<file path="config.mk">
export PLATFORM = sky130hd
export DESIGN_NAME = mcu_port_io_block
export DESIGN_NICKNAME = d
export VERILOG_FILES = /design/src/rtl/port_io_pkg.sv /design/src/rtl/mcu_port_io_block.sv /design/src/rtl/port_reg.sv /design/src/rtl/pin_driver.sv
export SDC_FILE = /design/constraint.sdc
export NUM_CORES = 1
export LEC_CHECK = 0
export BUFFER_PORTS_ARGS = -buffer_cell sky130_fd_sc_hd__buf_2
export CORE_ASPECT_RATIO = 2
export CORE_UTILIZATION = 30
export DETAILED_ROUTE_END_ITERATION = 16
export PLACE_DENSITY_LB_ADDON = 0.05
export SYNTH_ARGS = -nofsm -noshare
export SYNTH_HDL_FRONTEND = slang
export SYNTH_SLANG_ARGS = --single-unit
</file>
<file path="constraint.sdc">
create_clock -name mclk -period 1.5 [get_ports mclk]
set_input_delay 0.075 -clock mclk [delete_from_list [all_inputs] [get_ports mclk]]
set_output_delay 0.075 -clock mclk [all_outputs]
set_load 0.03 [all_outputs]
</file>
<file path="src/rtl/port_io_pkg.sv">
// shared constants for the port i/o block: addresses, bit masks, resets
package port_io_pkg;

    // ------------------------------------------------------------------
    // sizes
    // ------------------------------------------------------------------
    localparam int NUM_PORTS = 4;           // index 0..3 = port0/1/2/5
    localparam int PORT_W    = 8;

    typedef logic [7:0] byte_t;
    typedef logic [3:0][7:0] port_bytes_t;  // one byte per port

    // ------------------------------------------------------------------
    // register addresses in data memory (index 0 = port0 ... 3 = port5)
    // ------------------------------------------------------------------
    localparam port_bytes_t DIR_ADDR  = {8'hC5, 8'hC2, 8'hC1, 8'hB8};
    localparam port_bytes_t DATA_ADDR = {8'hD5, 8'hD2, 8'hD1, 8'hD0};
    localparam port_bytes_t PU_ADDR   = {8'hE5, 8'hE2, 8'hE1, 8'hE0};
    localparam byte_t       OD_ADDR   = 8'hE9;

    // ------------------------------------------------------------------
    // implemented bits and bits fixed at one
    // ------------------------------------------------------------------
    localparam port_bytes_t PIN_MASK   = {8'h10, 8'h3F, 8'h0F, 8'h01};
    localparam port_bytes_t DIR_MASK   = {8'h10, 8'h3F, 8'h0D, 8'h01};
    localparam port_bytes_t DIR_ONES   = {8'h00, 8'h00, 8'h02, 8'h00};
    localparam port_bytes_t LATCH_MASK = {8'h10, 8'h1F, 8'h0F, 8'h01};
    localparam port_bytes_t PU_MASK    = {8'h10, 8'h3F, 8'h0D, 8'h01};
    localparam port_bytes_t PU_ONES    = {8'h00, 8'h00, 8'h02, 8'h00};
    localparam byte_t       OD_MASK    = 8'h01;
    localparam byte_t       OD_ONES    = 8'h00;

    // pins with special behaviour
    localparam port_bytes_t INPUT_ONLY = {8'h00, 8'h00, 8'h02, 8'h00};
    localparam port_bytes_t OD_CAPABLE = {8'h00, 8'h00, 8'h01, 8'h00};
    localparam int          EXTRST_PORT = 1;
    localparam int          EXTRST_BIT  = 1;
    localparam int          OD_BIT      = 0;

    // ------------------------------------------------------------------
    // reset and default values
    // ------------------------------------------------------------------
    localparam byte_t RESET_VAL    = 8'h00;
    localparam byte_t UNMAPPED_VAL = 8'h00;  // write-only regs read this

endpackage : port_io_pkg

</file>
<file path="src/rtl/mcu_port_io_block.sv">
// parallel i/o ports: direction, pull-up, open-drain and data registers
//
// Operation
// direction bit 0 input, 1 output
// pin 1.1 direction bit always reads 1
// pin 1.1 pull-up bit reads 1, inert; here the bit is held at 1 but the write-only register reads 0
// pull-up bit 1 enables pull-up, write-only
// open-drain bit selects pin 1.0 drive style
// open drain sinks low, releases high
// software sets pin 1.0 output for open-drain
// open-drain register written with whole bytes
// disabling open drain restores direction behaviour
// data read returns live pin levels
// byte or bit write updates output latch; here latch bit 2.5 ignores writes, so pin 2.5 can only drive 0
// external reset option forces pin 1.1 read 1
// direction bits support single-bit set/clear
// input mode disables driver, latch retained
// unimplemented bits ignore writes, read 0
`timescale 1ns/1ps
module mcu_port_io_block (
    input  wire logic       mclk,
    input  wire logic       rst_n,
    // cpu data-memory access
    input  wire logic [7:0] cpu_addr,
    input  wire logic [7:0] cpu_wdata,
    input  wire logic       cpu_wr,
    input  wire logic       cpu_bit_set,
    input  wire logic       cpu_bit_clr,
    input  wire logic [2:0] cpu_bit_sel,
    input  wire logic       cpu_rd,
    output logic      [7:0] cpu_rdata,
    // configuration option: pin 1.1 used as external reset
    input  wire logic       ext_reset_en,
    // port 0
    input  wire logic [7:0] port0_in,
    output logic      [7:0] port0_out,
    output logic      [7:0] port0_oe,
    output logic      [7:0] port0_pu,
    // port 1
    input  wire logic [7:0] port1_in,
    output logic      [7:0] port1_out,
    output logic      [7:0] port1_oe,
    output logic      [7:0] port1_pu,
    // port 2
    input  wire logic [7:0] port2_in,
    output logic      [7:0] port2_out,
    output logic      [7:0] port2_oe,
    output logic      [7:0] port2_pu,
    // port 5
    input  wire logic [7:0] port5_in,
    output logic      [7:0] port5_out,
    output logic      [7:0] port5_oe,
    output logic      [7:0] port5_pu
);

    // ------------------------------------------------------------------
    // internal arrays, index 0..3 = port0, port1, port2, port5
    // ------------------------------------------------------------------
    logic [3:0][7:0] pin_level;
    logic [3:0][7:0] pin_direction_bits;
    logic [3:0][7:0] latch_value;
    logic [3:0][7:0] pullup_value;
    logic [3:0][7:0] out_w;
    logic [3:0][7:0] oe_w;
    logic [3:0][7:0] pu_w;
    logic [3:0]      dir_sel;
    logic [3:0]      data_sel;
    logic [3:0]      pu_sel;
    logic            od_sel;
    logic [7:0]      port1_open_drain_ctl;
    logic            pin10_open_drain_enable;
    logic [7:0]      rdata_q;
    logic [7:0]      rdata_d;
    logic [7:0]      read_value;
    logic            hit;

    // pins are taken as synchronous to mclk
    assign pin_level[0] = port0_in;
    assign pin_level[1] = port1_in;
    assign pin_level[2] = port2_in;
    assign pin_level[3] = port5_in;

    // ------------------------------------------------------------------
    // address decode
    // ------------------------------------------------------------------

    // one select per register; unmapped addresses select nothing
    always_comb begin
        for (int p = 0; p < port_io_pkg::NUM_PORTS; p++) begin
            dir_sel[p]  = (cpu_addr == port_io_pkg::DIR_ADDR[p]);
            data_sel[p] = (cpu_addr == port_io_pkg::DATA_ADDR[p]);
            pu_sel[p]   = (cpu_addr == port_io_pkg::PU_ADDR[p]);
        end
        od_sel = (cpu_addr == port_io_pkg::OD_ADDR);
    end

    // ------------------------------------------------------------------
    // per-port control registers
    // ------------------------------------------------------------------

    // each port gets a direction, a data latch and a pull-up register
    for (genvar p = 0; p < port_io_pkg::NUM_PORTS; p++) begin : g_port
        // direction with bit ops and fixed ones
        port_reg #(
            .IMPL (port_io_pkg::DIR_MASK[p]),
            .ONES (port_io_pkg::DIR_ONES[p])
        ) u_dir (
            .mclk    (mclk),
            .rst_n   (rst_n),
            .sel     (dir_sel[p]),
            .wr      (cpu_wr),
            .bset    (cpu_bit_set),
            .bclr    (cpu_bit_clr),
            .bit_sel (cpu_bit_sel),
            .wdata   (cpu_wdata),
            .value   (pin_direction_bits[p])
        );

        // output latch, byte and bit writes
        port_reg #(
            .IMPL (port_io_pkg::LATCH_MASK[p]),
            .ONES (8'h00)
        ) u_latch (
            .mclk    (mclk),
            .rst_n   (rst_n),
            .sel     (data_sel[p]),
            .wr      (cpu_wr),
            .bset    (cpu_bit_set),
            .bclr    (cpu_bit_clr),
            .bit_sel (cpu_bit_sel),
            .wdata   (cpu_wdata),
            .value   (latch_value[p])
        );

        // write-only pull-up enables
        port_reg #(
            .IMPL (port_io_pkg::PU_MASK[p]),
            .ONES (port_io_pkg::PU_ONES[p])
        ) u_pullup (
            .mclk    (mclk),
            .rst_n   (rst_n),
            .sel     (pu_sel[p]),
            .wr      (cpu_wr),
            .bset    (cpu_bit_set),
            .bclr    (cpu_bit_clr),
            .bit_sel (cpu_bit_sel),
            .wdata   (cpu_wdata),
            .value   (pullup_value[p])
        );
    end

    // ------------------------------------------------------------------
    // open-drain control
    // ------------------------------------------------------------------

    // write-only; bit ops still land on the stored copy,
    // since hardware cannot stop software using them
    port_reg #(
        .IMPL (port_io_pkg::OD_MASK),
        .ONES (port_io_pkg::OD_ONES)
    ) u_open_drain (
        .mclk    (mclk),
        .rst_n   (rst_n),
        .sel     (od_sel),
        .wr      (cpu_wr),
        .bset    (cpu_bit_set),
        .bclr    (cpu_bit_clr),
        .bit_sel (cpu_bit_sel),
        .wdata   (cpu_wdata),
        .value   (port1_open_drain_ctl)
    );

    assign pin10_open_drain_enable =
        port1_open_drain_ctl[port_io_pkg::OD_BIT];

    // ------------------------------------------------------------------
    // pad drivers
    // ------------------------------------------------------------------

    // one registered driver per bit; absent pins stay undriven.
    // open drain only matters with the pin in output mode; if software
    // forgets to set the direction the pin simply stays an input
    for (genvar p = 0; p < port_io_pkg::NUM_PORTS; p++) begin : g_pad
        for (genvar b = 0; b < port_io_pkg::PORT_W; b++) begin : g_bit
            // drive from dir, latch, mode
            pin_driver u_pin (
                .mclk       (mclk),
                .rst_n      (rst_n),
                .exists     (port_io_pkg::PIN_MASK[p][b]),
                .input_only (port_io_pkg::INPUT_ONLY[p][b]),
                .dir        (pin_direction_bits[p][b]),
                .latch      (latch_value[p][b]),
                .pu_en      (pullup_value[p][b]),
                .od_en      (port_io_pkg::OD_CAPABLE[p][b]
                             && pin10_open_drain_enable),
                .out_q      (out_w[p][b]),
                .oe_q       (oe_w[p][b]),
                .pu_q       (pu_w[p][b])
            );
        end
    end

    // driver flops feed the pads directly
    assign port0_out = out_w[0];
    assign port0_oe  = oe_w[0];
    assign port0_pu  = pu_w[0];
    assign port1_out = out_w[1];
    assign port1_oe  = oe_w[1];
    assign port1_pu  = pu_w[1];
    assign port2_out = out_w[2];
    assign port2_oe  = oe_w[2];
    assign port2_pu  = pu_w[2];
    assign port5_out = out_w[3];
    assign port5_oe  = oe_w[3];
    assign port5_pu  = pu_w[3];

    // ------------------------------------------------------------------
    // read path
    // ------------------------------------------------------------------

    // pull-up and open-drain registers are write-only and read as
    // the unmapped value; data reads show the pads, not the latch
    always_comb begin
        read_value = port_io_pkg::UNMAPPED_VAL;
        hit        = 1'b0;
        for (int p = 0; p < port_io_pkg::NUM_PORTS; p++) begin
            if (dir_sel[p]) begin
                // fixed ones shown, absent bits zero
                read_value = pin_direction_bits[p];
                hit        = 1'b1;
            end
            if (data_sel[p]) begin
                // live pin level of present pins
                read_value = pin_level[p] & port_io_pkg::PIN_MASK[p];
                hit        = 1'b1;
                // reset pin reads high under the option
                if (p == port_io_pkg::EXTRST_PORT && ext_reset_en) begin
                    read_value[port_io_pkg::EXTRST_BIT] = 1'b1;
                end
            end
        end
        if (!hit) begin
            read_value = port_io_pkg::UNMAPPED_VAL;
        end
    end

    // read data is held until the next read strobe
    always_comb begin
        rdata_d = rdata_q;
        if (cpu_rd) begin
            rdata_d = read_value;
        end
    end

    always_ff @(posedge mclk or negedge rst_n) begin
        if (!rst_n) begin
            rdata_q <= port_io_pkg::RESET_VAL;
        end else begin
            rdata_q <= rdata_d;
        end
    end

    assign cpu_rdata = rdata_q;

endmodule : mcu_port_io_block

</file>
<file path="src/rtl/port_reg.sv">
// one 8-bit port control register with byte write and bit set/clear
`timescale 1ns/1ps
module port_reg #(
    parameter logic [7:0] IMPL = 8'hFF,
    parameter logic [7:0] ONES = 8'h00
) (
    input  wire logic       mclk,
    input  wire logic       rst_n,
    input  wire logic       sel,
    input  wire logic       wr,
    input  wire logic       bset,
    input  wire logic       bclr,
    input  wire logic [2:0] bit_sel,
    input  wire logic [7:0] wdata,
    output logic      [7:0] value
);

    logic [7:0] stored_q;
    logic [7:0] stored_d;
    logic [7:0] onehot;

    // next value; only implemented bits ever change
    always_comb begin
        onehot   = 8'(8'h01 << bit_sel);
        stored_d = stored_q;
        if (sel && wr) begin
            stored_d = wdata & IMPL;
        end else if (sel && bset) begin
            stored_d = (stored_q | onehot) & IMPL;
        end else if (sel && bclr) begin
            stored_d = stored_q & ~onehot & IMPL;
        end
    end

    always_ff @(posedge mclk or negedge rst_n) begin
        if (!rst_n) begin
            stored_q <= port_io_pkg::RESET_VAL;
        end else begin
            stored_q <= stored_d;
        end
    end

    // fixed-one bits cannot be written away
    assign value = stored_q | ONES;

endmodule : port_reg

</file>
<file path="src/rtl/pin_driver.sv">
// registered pad control for one port pin
`timescale 1ns/1ps
module pin_driver (
    input  wire logic mclk,
    input  wire logic rst_n,
    input  wire logic exists,
    input  wire logic input_only,
    input  wire logic dir,
    input  wire logic latch,
    input  wire logic pu_en,
    input  wire logic od_en,
    output logic      out_q,
    output logic      oe_q,
    output logic      pu_q
);

    logic out_d;
    logic oe_d;
    logic pu_d;

    // open drain only sinks; push-pull drives the latch both ways
    always_comb begin
        out_d = 1'b0;
        oe_d  = 1'b0;
        if (exists && !input_only && dir) begin
            if (od_en) begin
                out_d = 1'b0;
                oe_d  = !latch;
            end else begin
                out_d = latch;
                oe_d  = 1'b1;
            end
        end
        // pull-up only acts while the pad is not driving
        pu_d = exists && !input_only && pu_en && !oe_d;
    end

    always_ff @(posedge mclk or negedge rst_n) begin
        if (!rst_n) begin
            out_q <= 1'b0;
            oe_q  <= 1'b0;
            pu_q  <= 1'b0;
        end else begin
            out_q <= out_d;
            oe_q  <= oe_d;
            pu_q  <= pu_d;
        end
    end

endmodule : pin_driver

</file>
; Word level (Yosys, flattened, before mapping)
; Index checks and enable logic that the tools add are counted.
[op_classes]
eq_ne = 13
n_shift = 1
mux = 81
bitwise_logic = 27
reduce_logical = 75
[ops]
columns = operator, n
row1 = 2-to-1 mux 8 bit, 21
row2 = "equality test 8 bit, second input constant", 13
row3 = logical AND 1 bit, 50
row4 = 2-to-1 mux 1 bit, 42
row5 = nonzero test 3 bit, 13
row6 = 2-to-1 mux 6 bit, 6
row7 = 2-to-1 mux 5 bit, 6
row8 = 2-to-1 mux 4 bit, 6
row9 = AND 5 bit, 4
row10 = OR 5 bit, 4
row11 = AND 4 bit, 3
row12 = AND 6 bit, 2
row13 = zero test 1 bit, 12
row14 = OR 4 bit, 3
row15 = OR 6 bit, 2
row16 = NOT 6 bit, 1
row17 = "left shift 1 x 3 -> 6 bit, first input constant", 1
row18 = AND 1 bit, 4
row19 = OR 1 bit, 4
[totals]
regBits = 106
input_bits = 58
out_inout_bits = 104

; Longest topological paths before layout
[logic_depth]
ltp_word = 10
mapped_depth = 6
depth_no_buf = 4

; By module
; Synthesis repeated with hierarchy kept, for this count alone.
[unflattened]
cells_unflattened = 774
area_unflattened_um2 = 8099.0
[by_module_without_submodules]
columns = module, n_inst, cells_each, area_per_inst_um2, seq_area_each_um2
row1 = pin_driver, 32, 9, 128.9, 75.1
row2 = mcu_port_io_block, 1, 144, 1058.5, 200.2
row3 = port_reg at g_port[2].u_dir ..., 2, 52, 432.9, 150.1
row4 = port_reg at g_port[0].u_dir ..., 4, 15, 136.4, 25.0
row5 = port_reg at g_port[1].u_dir ..., 2, 27, 222.7, 75.1
row6 = port_reg at g_port[3].u_dir ..., 3, 15, 125.1, 25.0
row7 = port_reg at g_port[2].u_latch, 1, 43, 366.6, 125.1
row8 = port_reg at g_port[1].u_latch, 1, 36, 317.8, 100.1

; Least setup slack after synthesis
; Ideal clock, no wire load.
[synth_path]
kind = input to register
start = in cpu_addr[3]
end = reg with a tool-made name
t_arrival_ns = 1.411
t_required_ns = 1.375
setup_slack_ns = -0.037
stages = 5
n_path_buf = 1
path_cell_list = or4b_4 > buf_6 > nor3_4 > nand2_1 > mux2_4
[synth_lines]
columns = item, line
row1 = start: declaration, mcu_port_io_block.sv:24  ; input wire logic [7:0] cpu_addr,

; Final worst setup path
[layout_path]
start = in cpu_addr[3]
end = reg rdata_q[0], in the netlist cpu_rdata[0]
[layout_via]
elab_chain_cells = 10
[layout_rtl]
columns = item, line
row1 = equality test 8 bit, mcu_port_io_block.sv:90  ; dir_sel[p] = (cpu_addr == port_io_pkg::DIR_ADDR[p]);
row2 = 2-to-1 mux 8 bit or 2-to-1 mux 1 bit (tied branches), mcu_port_io_block.sv:227  ; if (dir_sel[p]) begin
row3 = 2-to-1 mux 8 bit or 2-to-1 mux 1 bit (tied branches), mcu_port_io_block.sv:232  ; if (data_sel[p]) begin
row4 = 2-to-1 mux 8 bit or 2-to-1 mux 1 bit (tied branches), mcu_port_io_block.sv:227
row5 = 2-to-1 mux 8 bit or 2-to-1 mux 1 bit (tied branches), mcu_port_io_block.sv:232
row6 = 2-to-1 mux 8 bit or 2-to-1 mux 1 bit (tied branches), mcu_port_io_block.sv:227
row7 = 2-to-1 mux 8 bit or 2-to-1 mux 1 bit (tied branches), mcu_port_io_block.sv:232
row8 = 2-to-1 mux 8 bit or 2-to-1 mux 1 bit (tied branches), mcu_port_io_block.sv:227
row9 = 2-to-1 mux 8 bit or 2-to-1 mux 1 bit (tied branches), mcu_port_io_block.sv:232
row10 = 2-to-1 mux 8 bit *, mcu_port_io_block.sv:242  ; if (!hit) begin
row11 = end signal: assignment, mcu_port_io_block.sv:257  ; rdata_q <= port_io_pkg::RESET_VAL;
row12 = end signal: assignment, mcu_port_io_block.sv:259  ; rdata_q <= rdata_d;
row13 = end: declaration, mcu_port_io_block.sv:72  ; logic [7:0] rdata_q;
; Every way passes the cells marked *; elsewhere a longest branch is shown, timed or not.
; A chain may end at the register's enable or synchronous reset.

==> run summary <==
The logs give 0 for the number of pins with negative max-slew slack in the final report and 1321 for the number of fillers in the final layout. The path class of the tightest hold or removal check is input port to register. The share of layout cells above drive strength 1 came out at 0.3185.

The critical path is of the input port to register type. The starting utilization of the core area is 0.3082, and the share of flip-flops with an asynchronous set or reset after synthesis is 1.000. Dominant synthesized flop cell: sky130_fd_sc_hd__dfrtp_1. For this design the static power due to leakage is 0.002332 uW. In this run, the number of DRC markers left after iteration 0 of detailed routing was 55. The total power divided by cell area works out to 1053 nW/um^2. In this run the worst path has a maximum fanout of 5. Across the run, the number of max-cap violations was 0.

The final hold violation count is 0, and the area of the multi-input gates is 1559 sq um. The sequential cells in the finished layout cover a total of 1777 sq um. For this run the aggregate overflow at the end of global routing stands at 0. At the end of the flow, the number of nets in the layout was 502. In the final routed layout, each cell accounts on average for 15.46 um.

Summed over all instances, the cell type with the most area after synthesis is sky130_fd_sc_hd__dfrtp_1. In this run the remaining antenna-violating nets after routing total 0. For the first-pass GRT wire length, the log shows 14.39 mm. The number of distinct library cells after synthesis came out at 52.

Yosys printed 0 warnings. 0 antenna diodes ended up in the layout. The logs give 7.162 mm for the final HPWL from detailed placement and 8.224 ps for the final setup skew. Setup repair after global routing left no endpoint under its margin. Fraction of synthesized cell area taken by the top area cell type: 0.4566. Synthesis handed over a netlist of 368 instances.

The die is 163.1 um tall. The final worst hold slack was 48.72 ps; the post-placement setup slack was -466.2 ps. CTS placed an instance of sky130_fd_sc_hd__clkbuf_16 at the clock tree root. After layout, the minimum clock period comes to 1422 ps. The total setup violations reported at the end of the flow is 0. The total power is 4760 uW.

The maximum vdd ir drop is 0.5440 mV. Counting flops with a built-in enable in the synthesized netlist gives 0. Once routing completed, OpenROAD measured the worst setup slack at 78.10 ps. The initialized floorplan defines 58 standard-cell rows.

The total area inside the core boundary comes to 12630 sq um. The number of clock buffers added by TritonCTS is 9. After synthesis the cells add up to 3891 sq um.

The x dimension of the die was 82.53 um; the number of port buffers was 73. A synthesized cell averages 10.57 sq um. For the worst-case clock buffer depth, the log shows 2. In the routed design, unresolved DRC markers number 0. By area the synthesized netlist is led by sky130_fd_sc_hd__dfrtp_1, sky130_fd_sc_hd__buf_4, sky130_fd_sc_hd__mux2_1, sky130_fd_sc_hd__nand2_1, sky130_fd_sc_hd__mux2_4. The number of antenna violations at the first check in global routing is 0. The number of placed I/O pins was 162; the post-route setup TNS was 0 ps. Clock tree synthesis found a total of 71 sinks. The sequential cell area fraction in the yosys report is 0.4566. The via-per-instance ratio works out to 4.424. The via count of the first global-routing pass was 2665. The run finished with clean final reports. The area growth from synthesis to layout is 16.21%. The data arrival time at the worst-slack endpoint is 1620 ps, and the critical path data required time is 1700 ps. The detailed router placed 2650 vias in this run. The floorplan step defined a die boundary enclosing 13460 sq um. The run gives 0.7033 GHz as the highest clock frequency the design can meet. TritonCTS built the clock tree.

The register bit total from synthesis came out at 71. The first detailed-routing pass ran for 3 iterations. The part of the cycle the worst path needs is 0.9479. Clock-pin slew was measured on the worst setup and hold paths at 60 ps. The total routing usage reported by global routing was 0.1512.

The maximum level of the CTS H-tree is 3. The worst setup path is launched from an input port. Routability-driven placement finished with a final weighted congestion of 0.7879. Insertion delay to the later sink of the worst-skew pair: 330 ps. In this run the post-CTS setup repair buffer count came out at 0.

The run gives 9.259 mm as the final wirelength. Kind of end point of the critical path: a register. Entering global routing, the biggest net connects 55 pins.
[cells in the mapped netlist, types with 2 or more instances]
| library cell | count |
|---|---|
| sky130_fd_sc_hd__a211oi_1 | 2 |
| sky130_fd_sc_hd__a21oi_1 | 9 |
| sky130_fd_sc_hd__a22o_1 | 2 |
| sky130_fd_sc_hd__a31o_2 | 3 |
| sky130_fd_sc_hd__a31oi_1 | 6 |
| sky130_fd_sc_hd__and2_1 | 9 |
| sky130_fd_sc_hd__buf_2 | 2 |
| sky130_fd_sc_hd__buf_4 | 98 |
| sky130_fd_sc_hd__clkbuf_1 | 5 |
| sky130_fd_sc_hd__dfrtp_1 | 71 |
| sky130_fd_sc_hd__inv_1 | 7 |
| sky130_fd_sc_hd__mux2_1 | 15 |
| sky130_fd_sc_hd__mux2_2 | 2 |
| sky130_fd_sc_hd__mux2_4 | 5 |
| sky130_fd_sc_hd__mux2i_1 | 6 |
| sky130_fd_sc_hd__nand2_1 | 29 |
| sky130_fd_sc_hd__nand2b_1 | 7 |
| sky130_fd_sc_hd__nand4b_1 | 3 |
| sky130_fd_sc_hd__nor2_1 | 6 |
| sky130_fd_sc_hd__nor2b_1 | 12 |
| sky130_fd_sc_hd__nor3_1 | 6 |
| sky130_fd_sc_hd__nor3_2 | 3 |
| sky130_fd_sc_hd__nor3_4 | 2 |
| sky130_fd_sc_hd__nor4_4 | 2 |
| sky130_fd_sc_hd__o21ai_0 | 6 |
| sky130_fd_sc_hd__o21ai_1 | 13 |
| sky130_fd_sc_hd__o21bai_1 | 2 |
| sky130_fd_sc_hd__o22ai_1 | 3 |
| sky130_fd_sc_hd__o31ai_1 | 5 |
| sky130_fd_sc_hd__o41ai_1 | 2 |
| sky130_fd_sc_hd__or2_1 | 3 |
| sky130_fd_sc_hd__or3_1 | 2 |
[timing repair]
action | in CTS | in global routing
hold endpoints to repair | 17 | 0
resized for setup | 1 | 1
endpoints found under the setup margin | 4 | 4
gates cloned | 0 | 0
hold buffers | 1 | 0
[area by class of cell]
class                   instances  share of cell area
flip-flops and latches         71              0.3929
multi-input cells             248              0.3448
repair buffers                107              0.1516
clock buffers                  12             0.05672
well taps                     150             0.04151
clock inverters                 4            0.006641
inverters                       7            0.005811
[where the power goes]
| group | internal [uW] | switching (uW) | total [uW] | leakage, uW |
|---|---|---|---|---|
| clock | 1210 | 832 | 2050 | 0.000139 |
| combinational | 186 | 505 | 691 | 0.00121 |
| sequential | 1980 | 40.3 | 2020 | 0.000983 |
| total | 3380 | 1380 | 4760 | 0.00233 |
[critical path: stages]
cell	delay [ps]
sky130_fd_sc_hd__buf_2	110
sky130_fd_sc_hd__or4b_1	700
sky130_fd_sc_hd__buf_4	210
sky130_fd_sc_hd__o32a_1	280
sky130_fd_sc_hd__nor3_1	170
sky130_fd_sc_hd__a211oi_1	80
[path summary, 6_finish.rpt]
check	start	end	slack [ps]	cells past startpoint
max in group asynchronous	rst_n	g_pad[1].g_bit[2].u_pin.oe_q$_DFF_PN0_	640	3
worst min register to register	register	g_pad[2].g_bit[3].u_pin.oe_q$_DFF_PN0_	450	0
worst max-delay path	cpu_addr[3]	cpu_rdata[0]$_DFFE_PN0P_	80	6
min in group asynchronous	rst_n	g_pad[3].g_bit[4].u_pin.out_q$_DFF_PN0_	210	2
worst min-delay path	cpu_rd	cpu_rdata[5]$_DFFE_PN0P_	50	2
worst max register to register	register	cpu_rdata[0]$_DFFE_PN0P_	260	4
[logic make-up (layout without fill, tap and decap cells)]
| logic type | after synthesis | after routing | share of synthesized area |
|---|---|---|---|
| compound gates | 60 | 60 | 0.1003 |
| buf+inv | 114 | 130 | 0.2071 |
| flops | 71 | 71 | 0.4566 |
| mux | 28 | 28 | 0.08392 |
| other cells | 1 | 66 | 0.0009637 |
| simple gates | 94 | 94 | 0.1511 |
[placed cells by master (no fill, tap or decap), types with 3 or more instances in the layout]
cell and count:
sky130_fd_sc_hd__a21oi_1 9, sky130_fd_sc_hd__a31o_2 3, sky130_fd_sc_hd__a31oi_1 6, sky130_fd_sc_hd__and2_1 9, sky130_fd_sc_hd__buf_12 5, sky130_fd_sc_hd__buf_2 73, sky130_fd_sc_hd__buf_4 28, sky130_fd_sc_hd__clkbuf_16 9
sky130_fd_sc_hd__conb_1 66, sky130_fd_sc_hd__dfrtp_1 71, sky130_fd_sc_hd__inv_1 7, sky130_fd_sc_hd__mux2_1 15, sky130_fd_sc_hd__mux2_4 5, sky130_fd_sc_hd__mux2i_1 6, sky130_fd_sc_hd__nand2_1 29, sky130_fd_sc_hd__nand2b_1 7
sky130_fd_sc_hd__nand4b_1 3, sky130_fd_sc_hd__nor2_1 6, sky130_fd_sc_hd__nor2b_1 12, sky130_fd_sc_hd__nor3_1 6, sky130_fd_sc_hd__nor3_2 3, sky130_fd_sc_hd__o21ai_0 6, sky130_fd_sc_hd__o21ai_1 13, sky130_fd_sc_hd__o22ai_1 3
sky130_fd_sc_hd__o31ai_1 5, sky130_fd_sc_hd__or2_1 3
[per-layer routing]
metal	track usage	up-vias	wire length, um
li1	-	1255	-
met1	0.1621	1282	3336
met2	0.2754	101	5278
met3	0.02793	12	378
met4	0.06975	0	266
met5	0	-	0
[stage by stage]
stage	std cells	area (sq um)	utilization
detailed placement	582	4219	0.3341
CTS	599	4517	0.3577
floorplan	433	4135	-
global route	599	4522	0.3581
finish	599	4522	0.3581
global placement	582	4219	0.3341
No activity file was read; power rests on OpenSTA's default activity.
